[config.mk]
export PLATFORM = sky130hd
export DESIGN_NAME = rtccs_top
export DESIGN_NICKNAME = d
export VERILOG_FILES = /design/src/rtccs_pkg.sv /design/src/rtccs_alarm_flag.sv /design/src/rtccs_top.sv
export SDC_FILE = /design/constraint.sdc
export NUM_CORES = 1
export LEC_CHECK = 0
export BUFFER_PORTS_ARGS = -buffer_cell sky130_fd_sc_hd__buf_2
export CAP_MARGIN = 20
export CORE_UTILIZATION = 52
export CTS_BUF_LIST = sky130_fd_sc_hd__clkbuf_4 sky130_fd_sc_hd__clkbuf_8 sky130_fd_sc_hd__clkbuf_16
export CTS_CLUSTER_SIZE = 10
export DETAILED_ROUTE_END_ITERATION = 7
export PLACE_DENSITY = 0.78
export SETUP_SLACK_MARGIN = 0.4
export SLEW_MARGIN = 20
export SYNTH_ARGS = -nofsm -noshare
export SYNTH_HDL_FRONTEND = slang
export SYNTH_SLANG_ARGS = --single-unit
[constraint.sdc]
create_clock -name clk -period 2.4 [get_ports clk]
set_input_delay 0.12 -clock clk [delete_from_list [all_inputs] [get_ports clk]]
set_output_delay 0.12 -clock clk [all_outputs]
set_load 0.03 [all_outputs]
[src/rtccs_pkg.sv]
// Notes on behaviour
// - Clock out runs if either disable clear, pin high.
// - Test bit zero normal, one test mode.
// - Select 000 keeps interrupt high, 001 low.
// - Select 010/011 give 2 Hz/1 Hz square wave.
// - Select 1xx asserts level per second/minute/hour/month.
// - Level assertion follows the seconds increment.
// - Adjustment stretches (positive) or shortens (negative) low phase every twenty seconds.
// - Seconds increment trails pulse falling edge ~92 us.
// - Seconds write clears divider, drives interrupt low in 2 Hz/1 Hz select.
// - After power loss status reads halt flag only.
// - Threshold select: zero 2.1 V, one 1.6 V.
// - Low-voltage flag sticks; write zero clears, rearms.
// - Scratch bit read/write, cleared by halt flag.
// - Halt flag sets on oscillator stop, sticks.
// - Halt detection only while chip enable low.
// - Halt clears adjustment and both control registers.
// - Writing zero clears halt flag; one ignored.
// - Periodic flag mirrors periodic interrupt drive.
// - Level mode: writing zero releases until next period.
// - Enabled alarm flag sets ~61 us after match.
// - Writing zero releases alarm until next match.
// - Alarm flag reads zero while its enable clear.
// - Alarm enable bits gate alarms, default off.
package rtccs_pkg;

  // ------------------------------------------------------------------
  // Register map
  // ------------------------------------------------------------------
  localparam logic [3:0] RTCCS_ADDR_SECONDS = 4'h0;
  localparam logic [3:0] RTCCS_ADDR_CTRL_ONE = 4'he;
  localparam logic [3:0] RTCCS_ADDR_CTRL_TWO = 4'hf;
  localparam logic [7:0] RTCCS_RD_UNMAPPED  = 8'h00;

  // ------------------------------------------------------------------
  // Timing, given in microseconds and seconds; the microsecond figures are converted to crystal periods
  // ------------------------------------------------------------------
  localparam int unsigned RTCCS_XTAL_HZ       = 32768;
  localparam int unsigned RTCCS_US_PER_S      = 1000000;
  localparam int unsigned RTCCS_SEC_DELAY_US  = 92;
  localparam int unsigned RTCCS_ALARM_DLY_US  = 61;
  localparam int unsigned RTCCS_ADJ_MAX_US    = 3784;
  localparam int unsigned RTCCS_ADJ_PERIOD_S  = 20;
  localparam int unsigned RTCCS_DIV_WIDTH     = 15;
  localparam int unsigned RTCCS_SEC_DELAY_TICKS =
    (RTCCS_SEC_DELAY_US * RTCCS_XTAL_HZ + RTCCS_US_PER_S / 2) / RTCCS_US_PER_S;
  localparam int unsigned RTCCS_ALARM_DLY_TICKS =
    (RTCCS_ALARM_DLY_US * RTCCS_XTAL_HZ + RTCCS_US_PER_S / 2) / RTCCS_US_PER_S;
  localparam int unsigned RTCCS_ADJ_MAX_TICKS =
    (RTCCS_ADJ_MAX_US * RTCCS_XTAL_HZ) / RTCCS_US_PER_S;

  // ------------------------------------------------------------------
  // Types
  // ------------------------------------------------------------------
  typedef enum logic [2:0] {
    RTCCS_PER_OFF, RTCCS_PER_LOW, RTCCS_PER_2HZ, RTCCS_PER_1HZ,
    RTCCS_PER_SEC, RTCCS_PER_MIN, RTCCS_PER_HOUR, RTCCS_PER_MONTH
  } rtccs_per_sel_t;

  typedef struct packed {
    logic           weekly_alarm_enable;
    logic           daily_alarm_enable;
    logic           hour_24;
    logic           clock_out_disable_b;
    logic           test_mode;
    rtccs_per_sel_t periodic_select;
  } rtccs_ctrl_one_t;

  typedef struct packed {
    logic voltage_threshold_select;
    logic low_voltage_flag;
    logic scratch;
    logic oscillator_halt_flag;
    logic clock_out_disable_a;
    logic periodic_interrupt_flag;
    logic weekly_alarm_flag;
    logic daily_alarm_flag;
  } rtccs_ctrl_two_t;

  typedef struct packed {
    logic [3:0] addr;
    logic [7:0] wdata;
    logic       wr;
    logic       rd;
  } rtccs_reg_req_t;

  typedef struct packed {
    logic second_zero;
    logic minute_zero;
    logic hour_zero;
    logic month_first;
  } rtccs_cal_t;

  localparam rtccs_ctrl_one_t RTCCS_CTRL_ONE_RST = 8'h00;
  localparam rtccs_ctrl_two_t RTCCS_CTRL_TWO_RST = 8'h10;

endpackage

[src/rtccs_alarm_flag.sv]
`timescale 1ns/1ps
module rtccs_alarm_flag
  import rtccs_pkg::*;
#(
  parameter int unsigned DELAY_TICKS = RTCCS_ALARM_DLY_TICKS
) (
  input  wire logic clk,
  input  wire logic rst,
  input  wire logic step,
  input  wire logic match,
  input  wire logic enable,
  input  wire logic kill,
  input  wire logic clear_req,
  output logic      flag
);

  if (DELAY_TICKS < 1 || DELAY_TICKS > 15) begin : g_chk
    $error("alarm delay out of range");
  end

  logic [3:0] dly_q;
  logic       flag_q;
  logic       set_now;

  assign set_now = step && dly_q == 4'h1;

  always_ff @(posedge clk) begin
    if (rst || kill || !enable) begin
      dly_q <= 4'h0;
    end else if (match) begin
      dly_q <= 4'(DELAY_TICKS);
    end else if (step && dly_q != 4'h0) begin
      dly_q <= dly_q - 4'h1;
    end
  end

  // Set wins over a clearing write landing in the same cycle.
  always_ff @(posedge clk) begin
    if (rst || kill || !enable) begin
      flag_q <= 1'b0;
    end else if (set_now) begin
      flag_q <= 1'b1;
    end else if (clear_req) begin
      flag_q <= 1'b0;
    end
  end

  assign flag = flag_q && enable;
endmodule // rtccs_alarm_flag

[src/rtccs_top.sv]
`timescale 1ns/1ps
module rtccs_top
  import rtccs_pkg::*;
#(
  parameter int unsigned DIV_WIDTH     = RTCCS_DIV_WIDTH,
  parameter int unsigned ADJ_MAX_TICKS = RTCCS_ADJ_MAX_TICKS
) (
  input  wire logic            clk,
  input  wire logic            rst,
  input  wire rtccs_reg_req_t  reg_req,
  output logic [7:0]           reg_rdata,
  input  wire logic            xtal_clk_pin,
  input  wire logic            clock_out_control_pin,
  input  wire logic            chip_enable_pin,
  input  wire logic            osc_halt_sense_pin,
  input  wire logic            supply_below_2v1_pin,
  input  wire logic            supply_below_1v6_pin,
  input  wire rtccs_cal_t      cal,
  input  wire logic            weekly_alarm_match,
  input  wire logic            daily_alarm_match,
  input  wire logic            adj_active,
  input  wire logic [7:0]      adj_ticks,
  output logic                 crystal_clock_out_pin,
  output logic                 interrupt_out_pin,
  output logic                 seconds_tick,
  output logic                 osc_adjust_clear,
  output logic                 voltage_threshold_select,
  output logic                 test_mode,
  output logic                 hour_24_mode
);

  if (DIV_WIDTH < 9 || DIV_WIDTH > 24 || ADJ_MAX_TICKS > 128) begin : g_chk
    $error("divider width or adjustment range not supported");
  end

  // ------------------------------------------------------------------
  // Pin synchronisers and crystal edge
  // ------------------------------------------------------------------
  logic [5:0] pin_m_q;
  logic [5:0] pin_s_q;
  logic       xtal_prev_q;
  logic       xtal_s, clock_out_control_pin_s, ce_s, halt_s, lo21_s, lo16_s;

  always_ff @(posedge clk) begin
    if (rst) begin
      pin_m_q <= 6'h00;
      pin_s_q <= 6'h00;
    end else begin
      pin_m_q <= {xtal_clk_pin, clock_out_control_pin, chip_enable_pin,
                  osc_halt_sense_pin, supply_below_2v1_pin, supply_below_1v6_pin};
      pin_s_q <= pin_m_q;
    end
  end

  assign {xtal_s, clock_out_control_pin_s, ce_s, halt_s, lo21_s, lo16_s} = pin_s_q;

  always_ff @(posedge clk) begin
    if (rst) begin
      xtal_prev_q <= 1'b0;
    end else begin
      xtal_prev_q <= xtal_s;
    end
  end

  // ------------------------------------------------------------------
  // Register decode
  // ------------------------------------------------------------------
  rtccs_ctrl_one_t ctrl_one_q;
  rtccs_ctrl_two_t wr2;
  rtccs_ctrl_two_t rd2;
  logic            wr_sec, wr_one, wr_two;
  logic            vts_q, lowv_q, scratch_q, halt_q, dis_a_q;
  logic            halt_event, lowv_event;
  logic            periodic_active, wflag, dflag;
  logic [7:0]      rdata_q;

  assign wr2    = rtccs_ctrl_two_t'(reg_req.wdata);
  assign wr_sec = reg_req.wr && reg_req.addr == RTCCS_ADDR_SECONDS;
  assign wr_one = reg_req.wr && reg_req.addr == RTCCS_ADDR_CTRL_ONE;
  assign wr_two = reg_req.wr && reg_req.addr == RTCCS_ADDR_CTRL_TWO;

  // The detector is blind while the serial link is selected.
  assign halt_event = !ce_s && halt_s;
  assign lowv_event = !lowv_q && (vts_q ? lo16_s : lo21_s);

  // ------------------------------------------------------------------
  // Control register one
  // ------------------------------------------------------------------
  always_ff @(posedge clk) begin
    if (rst || halt_event) begin
      ctrl_one_q <= RTCCS_CTRL_ONE_RST;
    end else if (wr_one) begin
      ctrl_one_q <= rtccs_ctrl_one_t'(reg_req.wdata);
    end
  end

  // ------------------------------------------------------------------
  // Control and status register two
  // ------------------------------------------------------------------
  always_ff @(posedge clk) begin
    if (rst || halt_event) begin
      vts_q     <= RTCCS_CTRL_TWO_RST.voltage_threshold_select;
      scratch_q <= RTCCS_CTRL_TWO_RST.scratch;
      dis_a_q   <= RTCCS_CTRL_TWO_RST.clock_out_disable_a;
    end else if (wr_two) begin
      vts_q     <= wr2.voltage_threshold_select;
      scratch_q <= wr2.scratch;
      dis_a_q   <= wr2.clock_out_disable_a;
    end
  end

  always_ff @(posedge clk) begin
    if (rst || halt_event) begin
      lowv_q <= RTCCS_CTRL_TWO_RST.low_voltage_flag;
    end else if (lowv_event) begin
      lowv_q <= 1'b1;
    end else if (wr_two && !wr2.low_voltage_flag) begin
      lowv_q <= 1'b0;
    end
  end

  always_ff @(posedge clk) begin
    if (rst) begin
      halt_q <= RTCCS_CTRL_TWO_RST.oscillator_halt_flag;
    end else if (halt_event) begin
      halt_q <= 1'b1;
    end else if (wr_two && !wr2.oscillator_halt_flag) begin
      halt_q <= 1'b0;
    end
  end

  always_ff @(posedge clk) begin
    if (rst) begin
      osc_adjust_clear <= 1'b0;
    end else begin
      osc_adjust_clear <= halt_event;
    end
  end

  // ------------------------------------------------------------------
  // Sub-second divider with adjustment
  // ------------------------------------------------------------------
  logic [DIV_WIDTH-1:0] div_q;
  logic [7:0]           pause_q;
  logic [7:0]           adj_raw, adj_mag;
  logic [3:0]           sec_dly_q;
  logic [4:0]           sec20_q;
  logic                 step, second_edge, adj_now, tick_seen_q;

  // Test mode runs the divider on every system clock.
  assign step        = ctrl_one_q.test_mode ? 1'b1 : (xtal_s && !xtal_prev_q);
  assign second_edge = step && pause_q == 8'h00 && (&div_q) && !wr_sec;
  assign adj_now     = adj_active && sec20_q == 5'h00;
  assign adj_raw     = adj_ticks[7] ? 8'(-adj_ticks) : adj_ticks;
  assign adj_mag     = (adj_raw > 8'(ADJ_MAX_TICKS)) ? 8'(ADJ_MAX_TICKS) : adj_raw;

  // A positive step stalls the divider at zero, stretching the low phase;
  // a negative one skips counts at the start of the low phase.
  always_ff @(posedge clk) begin
    if (rst || wr_sec) begin
      div_q   <= '0;
      pause_q <= 8'h00;
    end else if (step && pause_q != 8'h00) begin
      pause_q <= pause_q - 8'h01;
    end else if (second_edge) begin
      div_q   <= (adj_now && adj_ticks[7]) ?
                 {{(DIV_WIDTH-8){1'b0}}, adj_mag} : '0;
      pause_q <= (adj_now && !adj_ticks[7]) ? adj_mag : 8'h00;
    end else if (step) begin
      div_q <= div_q + 1'b1;
    end
  end

  always_ff @(posedge clk) begin
    if (rst || wr_sec) begin
      sec_dly_q <= 4'h0;
    end else if (second_edge) begin
      sec_dly_q <= 4'(RTCCS_SEC_DELAY_TICKS);
    end else if (step && sec_dly_q != 4'h0) begin
      sec_dly_q <= sec_dly_q - 4'h1;
    end
  end

  always_ff @(posedge clk) begin
    if (rst) begin
      seconds_tick <= 1'b0;
      tick_seen_q  <= 1'b0;
    end else begin
      seconds_tick <= step && sec_dly_q == 4'h1 && !wr_sec;
      tick_seen_q  <= seconds_tick;
    end
  end

  always_ff @(posedge clk) begin
    if (rst) begin
      sec20_q <= 5'h00;
    end else if (seconds_tick) begin
      sec20_q <= (sec20_q == 5'(RTCCS_ADJ_PERIOD_S - 1)) ? 5'h00 : sec20_q + 5'h01;
    end
  end

  // ------------------------------------------------------------------
  // Periodic interrupt
  // ------------------------------------------------------------------
  logic lvl_q, lvl_hit, is_level;

  assign is_level = ctrl_one_q.periodic_select >= RTCCS_PER_SEC;

  // Calendar levels settle one clock after the seconds tick, hence tick_seen_q.
  always_comb begin
    case (ctrl_one_q.periodic_select)
      RTCCS_PER_SEC:   lvl_hit = 1'b1;
      RTCCS_PER_MIN:   lvl_hit = cal.second_zero;
      RTCCS_PER_HOUR:  lvl_hit = cal.second_zero && cal.minute_zero;
      RTCCS_PER_MONTH: lvl_hit = (&cal);
      default:         lvl_hit = 1'b0;
    endcase
  end

  always_ff @(posedge clk) begin
    if (rst || halt_event || !is_level) begin
      lvl_q <= 1'b0;
    end else if (tick_seen_q && lvl_hit) begin
      lvl_q <= 1'b1;
    end else if (wr_two && !wr2.periodic_interrupt_flag) begin
      lvl_q <= 1'b0;
    end
  end

  always_comb begin
    case (ctrl_one_q.periodic_select)
      RTCCS_PER_OFF: periodic_active = 1'b0;
      RTCCS_PER_LOW: periodic_active = 1'b1;
      RTCCS_PER_2HZ: periodic_active = !div_q[DIV_WIDTH-2];
      RTCCS_PER_1HZ: periodic_active = !div_q[DIV_WIDTH-1];
      default:       periodic_active = lvl_q;
    endcase
  end

  // ------------------------------------------------------------------
  // Alarm flags
  // ------------------------------------------------------------------
  rtccs_alarm_flag #(.DELAY_TICKS(RTCCS_ALARM_DLY_TICKS)) u_weekly (
    .clk       (clk),
    .rst       (rst),
    .step      (step),
    .match     (weekly_alarm_match),
    .enable    (ctrl_one_q.weekly_alarm_enable),
    .kill      (halt_event),
    .clear_req (wr_two && !wr2.weekly_alarm_flag),
    .flag      (wflag)
  );

  rtccs_alarm_flag #(.DELAY_TICKS(RTCCS_ALARM_DLY_TICKS)) u_daily (
    .clk       (clk),
    .rst       (rst),
    .step      (step),
    .match     (daily_alarm_match),
    .enable    (ctrl_one_q.daily_alarm_enable),
    .kill      (halt_event),
    .clear_req (wr_two && !wr2.daily_alarm_flag),
    .flag      (dflag)
  );

  // ------------------------------------------------------------------
  // Pins and read port
  // ------------------------------------------------------------------
  always_ff @(posedge clk) begin
    if (rst) begin
      interrupt_out_pin     <= 1'b1;
      crystal_clock_out_pin <= 1'b0;
    end else begin
      interrupt_out_pin     <= !(periodic_active || wflag || dflag);
      crystal_clock_out_pin <= xtal_s && clock_out_control_pin_s &&
                               !(dis_a_q && ctrl_one_q.clock_out_disable_b);
    end
  end

  assign voltage_threshold_select = vts_q;
  assign test_mode                = ctrl_one_q.test_mode;
  assign hour_24_mode             = ctrl_one_q.hour_24;

  always_comb begin
    rd2 = '{voltage_threshold_select: vts_q, low_voltage_flag: lowv_q,
            scratch: scratch_q, oscillator_halt_flag: halt_q,
            clock_out_disable_a: dis_a_q,
            periodic_interrupt_flag: periodic_active,
            weekly_alarm_flag: wflag, daily_alarm_flag: dflag};
  end

  always_ff @(posedge clk) begin
    if (rst) begin
      rdata_q <= RTCCS_RD_UNMAPPED;
    end else if (reg_req.rd) begin
      case (reg_req.addr)
        RTCCS_ADDR_CTRL_ONE: rdata_q <= ctrl_one_q;
        RTCCS_ADDR_CTRL_TWO: rdata_q <= rd2;
        default:             rdata_q <= RTCCS_RD_UNMAPPED;
      endcase
    end
  end

  assign reg_rdata = rdata_q;
endmodule // rtccs_top

* Yosys cells after proc, flatten, opt, wreduce, memory -nomap -nowiden
Index checks and enable logic that the tools add are counted.
** Storage, ports and cells
- Register bits after elaboration :: 82
- Logic and storage cells :: 163
** Operators by class
- $add $sub $neg :: 7
- Order comparisons :: 2
- Equality and inequality tests :: 13
- Muxes and demuxes :: 28
- Bitwise gates (word level) :: 1
- Reductions and logical operators :: 80
** Operators by type and width (number)
- $mux 8 :: 6
- $logic_and 1x1->1 :: 32
- $mux 15 :: 2
- $reduce_bool 2->1 :: 9
- $logic_not 1->1 :: 17
- $pmux 8 s2 :: 1
- $add 15x1->15 const B :: 1
- $reduce_and 15->1 :: 1
- $eq 3x3->1 const B :: 4
- $eq 4x1->1 const B :: 3
- $mux 2 :: 6
- $reduce_bool 4->1 :: 3
- $sub 4x1->4 const B :: 3
- $mux 1 :: 10
- $eq 4x4->1 const B :: 2
- $gt 8x7->1 const B :: 1
- $logic_not 8->1 :: 1
- $neg 8->8 :: 1
- $pmux 1 s4 :: 2
- $reduce_bool 8->1 :: 1
- $reduce_or 2->1 :: 4
- $sub 8x1->8 const B :: 1
- $logic_or 1x1->1 :: 7
- $eq 3x2->1 const B :: 2
- other kinds (11) :: 11

* Longest topological paths before layout
- Word-level depth :: 8
- Mapped depth :: 8

* Cells and area by module
A second synthesis with hierarchy kept.
** Unflattened totals
- Cells, all modules :: 486
- Area, all modules :: 4205.3 um2
** By module, submodules not included
- rtccs_top :: instances 1, cells an instance 426, area an instance 3632.2 um2
- rtccs_alarm_flag :: instances 2, cells an instance 30, area an instance 286.5 um2

* Worst setup path before layout
Ideal clock, no wire load.
- Path kind :: register to register
- Start :: register div_q[0]
- End :: register div_q[6]
- Library setup time :: 0.079 ns
- Data arrival time :: 2.260 ns
- Required time :: 2.321 ns
- Slack :: 0.060 ns
- Stages on the path, launching flop included :: 9
- Cells stage by stage :: dfxtp_1 > ha_1 > clkbuf_2 > nand4_1 > or4_4 > or4b_4 > and4bb_4 > o221ai_2 > a211oi_2
** Between the ends
- Cells in the longest elaborated chain, start to end :: 5
- Elaborated cells between the ends (all ways) :: 8
- Those cells by class :: 1 x add/sub; 2 x mux; 5 x reduce/logical
** Ends and longest elaborated chain
- start: declaration :: line rtccs_top.sv:143 : logic [DIV_WIDTH-1:0] div_q;
- start signal: assignment :: line rtccs_top.sv:166 : div_q <= (adj_now && adj_ticks[7]) ?
- start signal: assignment :: line rtccs_top.sv:170 : div_q <= div_q + 1'b1;
- branches (longest 5 deep; another with $add 15x1->15)
Several ways; the timed one is not identified. The select of a mux whose other input is x is not followed.
A chain may end at the register's enable or synchronous reset.

* Worst setup path in the final report
Same ends and word-level chain as after synthesis.

==> impl_metrics.ini <==
[synthesis]
netlist_area_mm2 = 0.003998
synth_area_per_cell_um2 = 8.175
synth_cell_type_count = 55
synth_nets = 540
yosysWarnings = 0
synth_top_cell_by_area = dfxtp_1
synth_area_leaders = dfxtp_1 41%, nand2_1 5.5%, nor2_1 4.9%
yosysMostFrequentCell = dfxtp_1
synth_ff_type = dfxtp_1
ys_async_sr_fraction_pct = 0
synth_edf_count = 0
yosysSeqAreaShare_pct = 41.06
syn_inst = 489
ys_ff_latch = 82
synth_top_area_share_pct = 41.06
netlist_top_cells_count = 82 x dfxtp_1, 59 x nand2_1, 52 x nor2_1

[flow_run]
drv_cap = 0

[sta]
finalHoldViolCount = 0
finalSetupViolCount = 0
rsz0062_at_grt = true
fin_setup_tns_ps = 0
slew_headroom_pct = 40.59
fmax_mhz = 444.9
tightest_slew_ps = 891.1
whs_ps = 13.53
fin_crit_ps = 2248
setup_ws_ps = 152.4
finalMaxSlewViolations = 0
skew_ps = 11.19
period_share_pct = 93.65

[status]
status = finished, final reports clean

[placed_design]
place.gp.congestion = 0.8875
place_ws_ps = 77.94
portBuffers = 51
place_hpwl_um = 6953
place_area_mm2 = 0.004404
place_inst = 635

[worst_setup_path]
setup.worst_path.end_class = flip-flop
crit_fanout = 7
required_ps = 2690
rr_startpoint = div_q[0]$_SDFFE_PP0P_
setup.worst_path.start = div_q[0]$_SDFFE_PP0P_
critPathLaunchType = flip-flop
regToRegSetupSlack_ps = 150
crit_type = reg2reg
cp.arrival_ps = 2530

[finish]
syn_to_final_growth_pct = 24.69
fin_util_pct = 68.00
final_cells = 674
nNetsFinal = 621
drive_gt1_share_pct = 24.87
fillCellCount = 598
final_area_mm2 = 0.004985
n_antenna_cell = 0

[global_route]
grt_pass1_wl_um = 15590
grt_overflow = 0
grt_pass1_vias = 3513
grt_max_degree = 22
track_usage_pct = 25.41
antenna_found_initial = 0

[power]
power_mw = 2.761
peakVddDrop_mv = 0.4125
powerDensity_mw_per_mm2 = 553.9
p_leak_nw = 1.948

[detailed_routing]
wire_per_inst_um = 15.33
drc = 0
viasPerCell = 5.785
dr.pass1.iters = 5
first_iter_violations = 256
via_count = 3899
wl_um = 10330
ant_nets = 0

[worst_hold_path]
hp-class = in2reg
holdCritStartpoint = reg_req[7]

[clock_network]
cts.htree.levels = 3
clock_latency_ps = 360
clkTransAtPathRegs_ps = 80
cts_sinks = 82
cts_tree = done
cts_buffers = 9
cts_buffer_depth = 2
cts_root_buffer = clkbuf_8

[floorplan]
die_h_um = 89.68
dieArea_mm2 = 0.008043
start_util_pct = 54.53
io_pins = 52
die_w_um = 89.68
rows = 31
core_area_mm2 = 0.007331
==> sequential cells by signal (all words and copies together) (netlist names), 4 cells and up <==
| register | cells |
|---|---|
| u_daily.dly_q | 4 |
| sec20_q | 5 |
| div_q | 15 |
| pin_s_q | 6 |
| u_weekly.dly_q | 4 |
| pause_q | 8 |
| sec_dly_q | 4 |
| pin_m_q | 6 |
| ctrl_one_q | 6 |
| reg_rdata | 8 |
==> per-layer routing <==
layer | vias up | wire length, µm | track usage (%)
li1 | 1884 | - | -
met1 | 1838 | 4372 | 31.94
met2 | 151 | 5162 | 42.15
met3 | 26 | 587 | 6.124
met4 | 0 | 212 | 9.812
met5 | - | 0 | 0
==> cell usage in the layout (no fill, tap or decap), types with 14 or more instances in the layout <==
cell type,instances
buf_2,51
nand2_1,58
dfxtp_1,69
nor2b_1,17
nor3_1,14
o21ai_0,21
xnor2_1,15
inv_1,22
buf_4,25
nand3_1,27
a21oi_1,33
nor2_1,46
==> path summary, 6_finish.rpt <==
kind	endpoint	cells past startpoint
worst max-delay path	div_q[6]$_SDFFE_PP0P_	7
worst min-delay path	hour_24_mode$_SDFFE_PP0P_	3
worst max register to register	div_q[6]$_SDFFE_PP0P_	7
worst min register to register	pin_s_q[2]$_SDFF_PP0_	1
==> report_power, final <==
group          total (mW)  internal [mW]  switching (mW)
Combinational       0.347          0.143           0.204
Clock                1.00          0.489           0.511
Sequential           1.41           1.39          0.0238
Total                2.76           2.02           0.739
==> final cells by class <==
| cell class | count | area (µm²) | share of cell area (%) |
|---|---|---|---|
| Tap cell | 99 | 123.9 | 2.485 |
| Timing Repair Buffer | 87 | 556.8 | 11.17 |
| Sequential cell | 82 | 1668 | 33.46 |
| Clock inverter | 7 | 75.07 | 1.506 |
| Multi-Input combinational cell | 367 | 2351 | 47.16 |
| Inverter | 23 | 86.33 | 1.732 |
| Clock buffer | 9 | 123.9 | 2.485 |
==> timing repair <==
action / 4_1_cts / 5_1_grt
hold buffers: 8 / 0
pin swaps: 10 / 16
setup buffers: 7 / 8
gates resized for setup: 20 / 33
endpoints found under the hold margin: 12 / 0
endpoints found under the setup margin: 23 / 25
cloned: 0 / 0
==> worst max-delay path: stages, from the launching register on <==
cell and delay (ps):
dfxtp_2 360, ha_4 130, nand4_1 90, or4_4 440
or4b_4 500, and4bb_4 380, o221ai_2 110, a211oi_2 170
==> cells by family (layout without fill, tap and decap cells) <==
kind of cell	after synthesis	after routing	synth area share, %
adder cells (fa/ha/maj)	14	14	4.382
AND/OR/NAND/NOR	214	214	26.48
flip-flops	82	82	41.06
XOR/XNOR	27	27	5.916
AO/OA/AOI/OAI	110	110	17.59
multiplexers	2	2	0.5321
buffers and inverters	40	126	4.037
No activity file was read; power rests on OpenSTA's default activity.
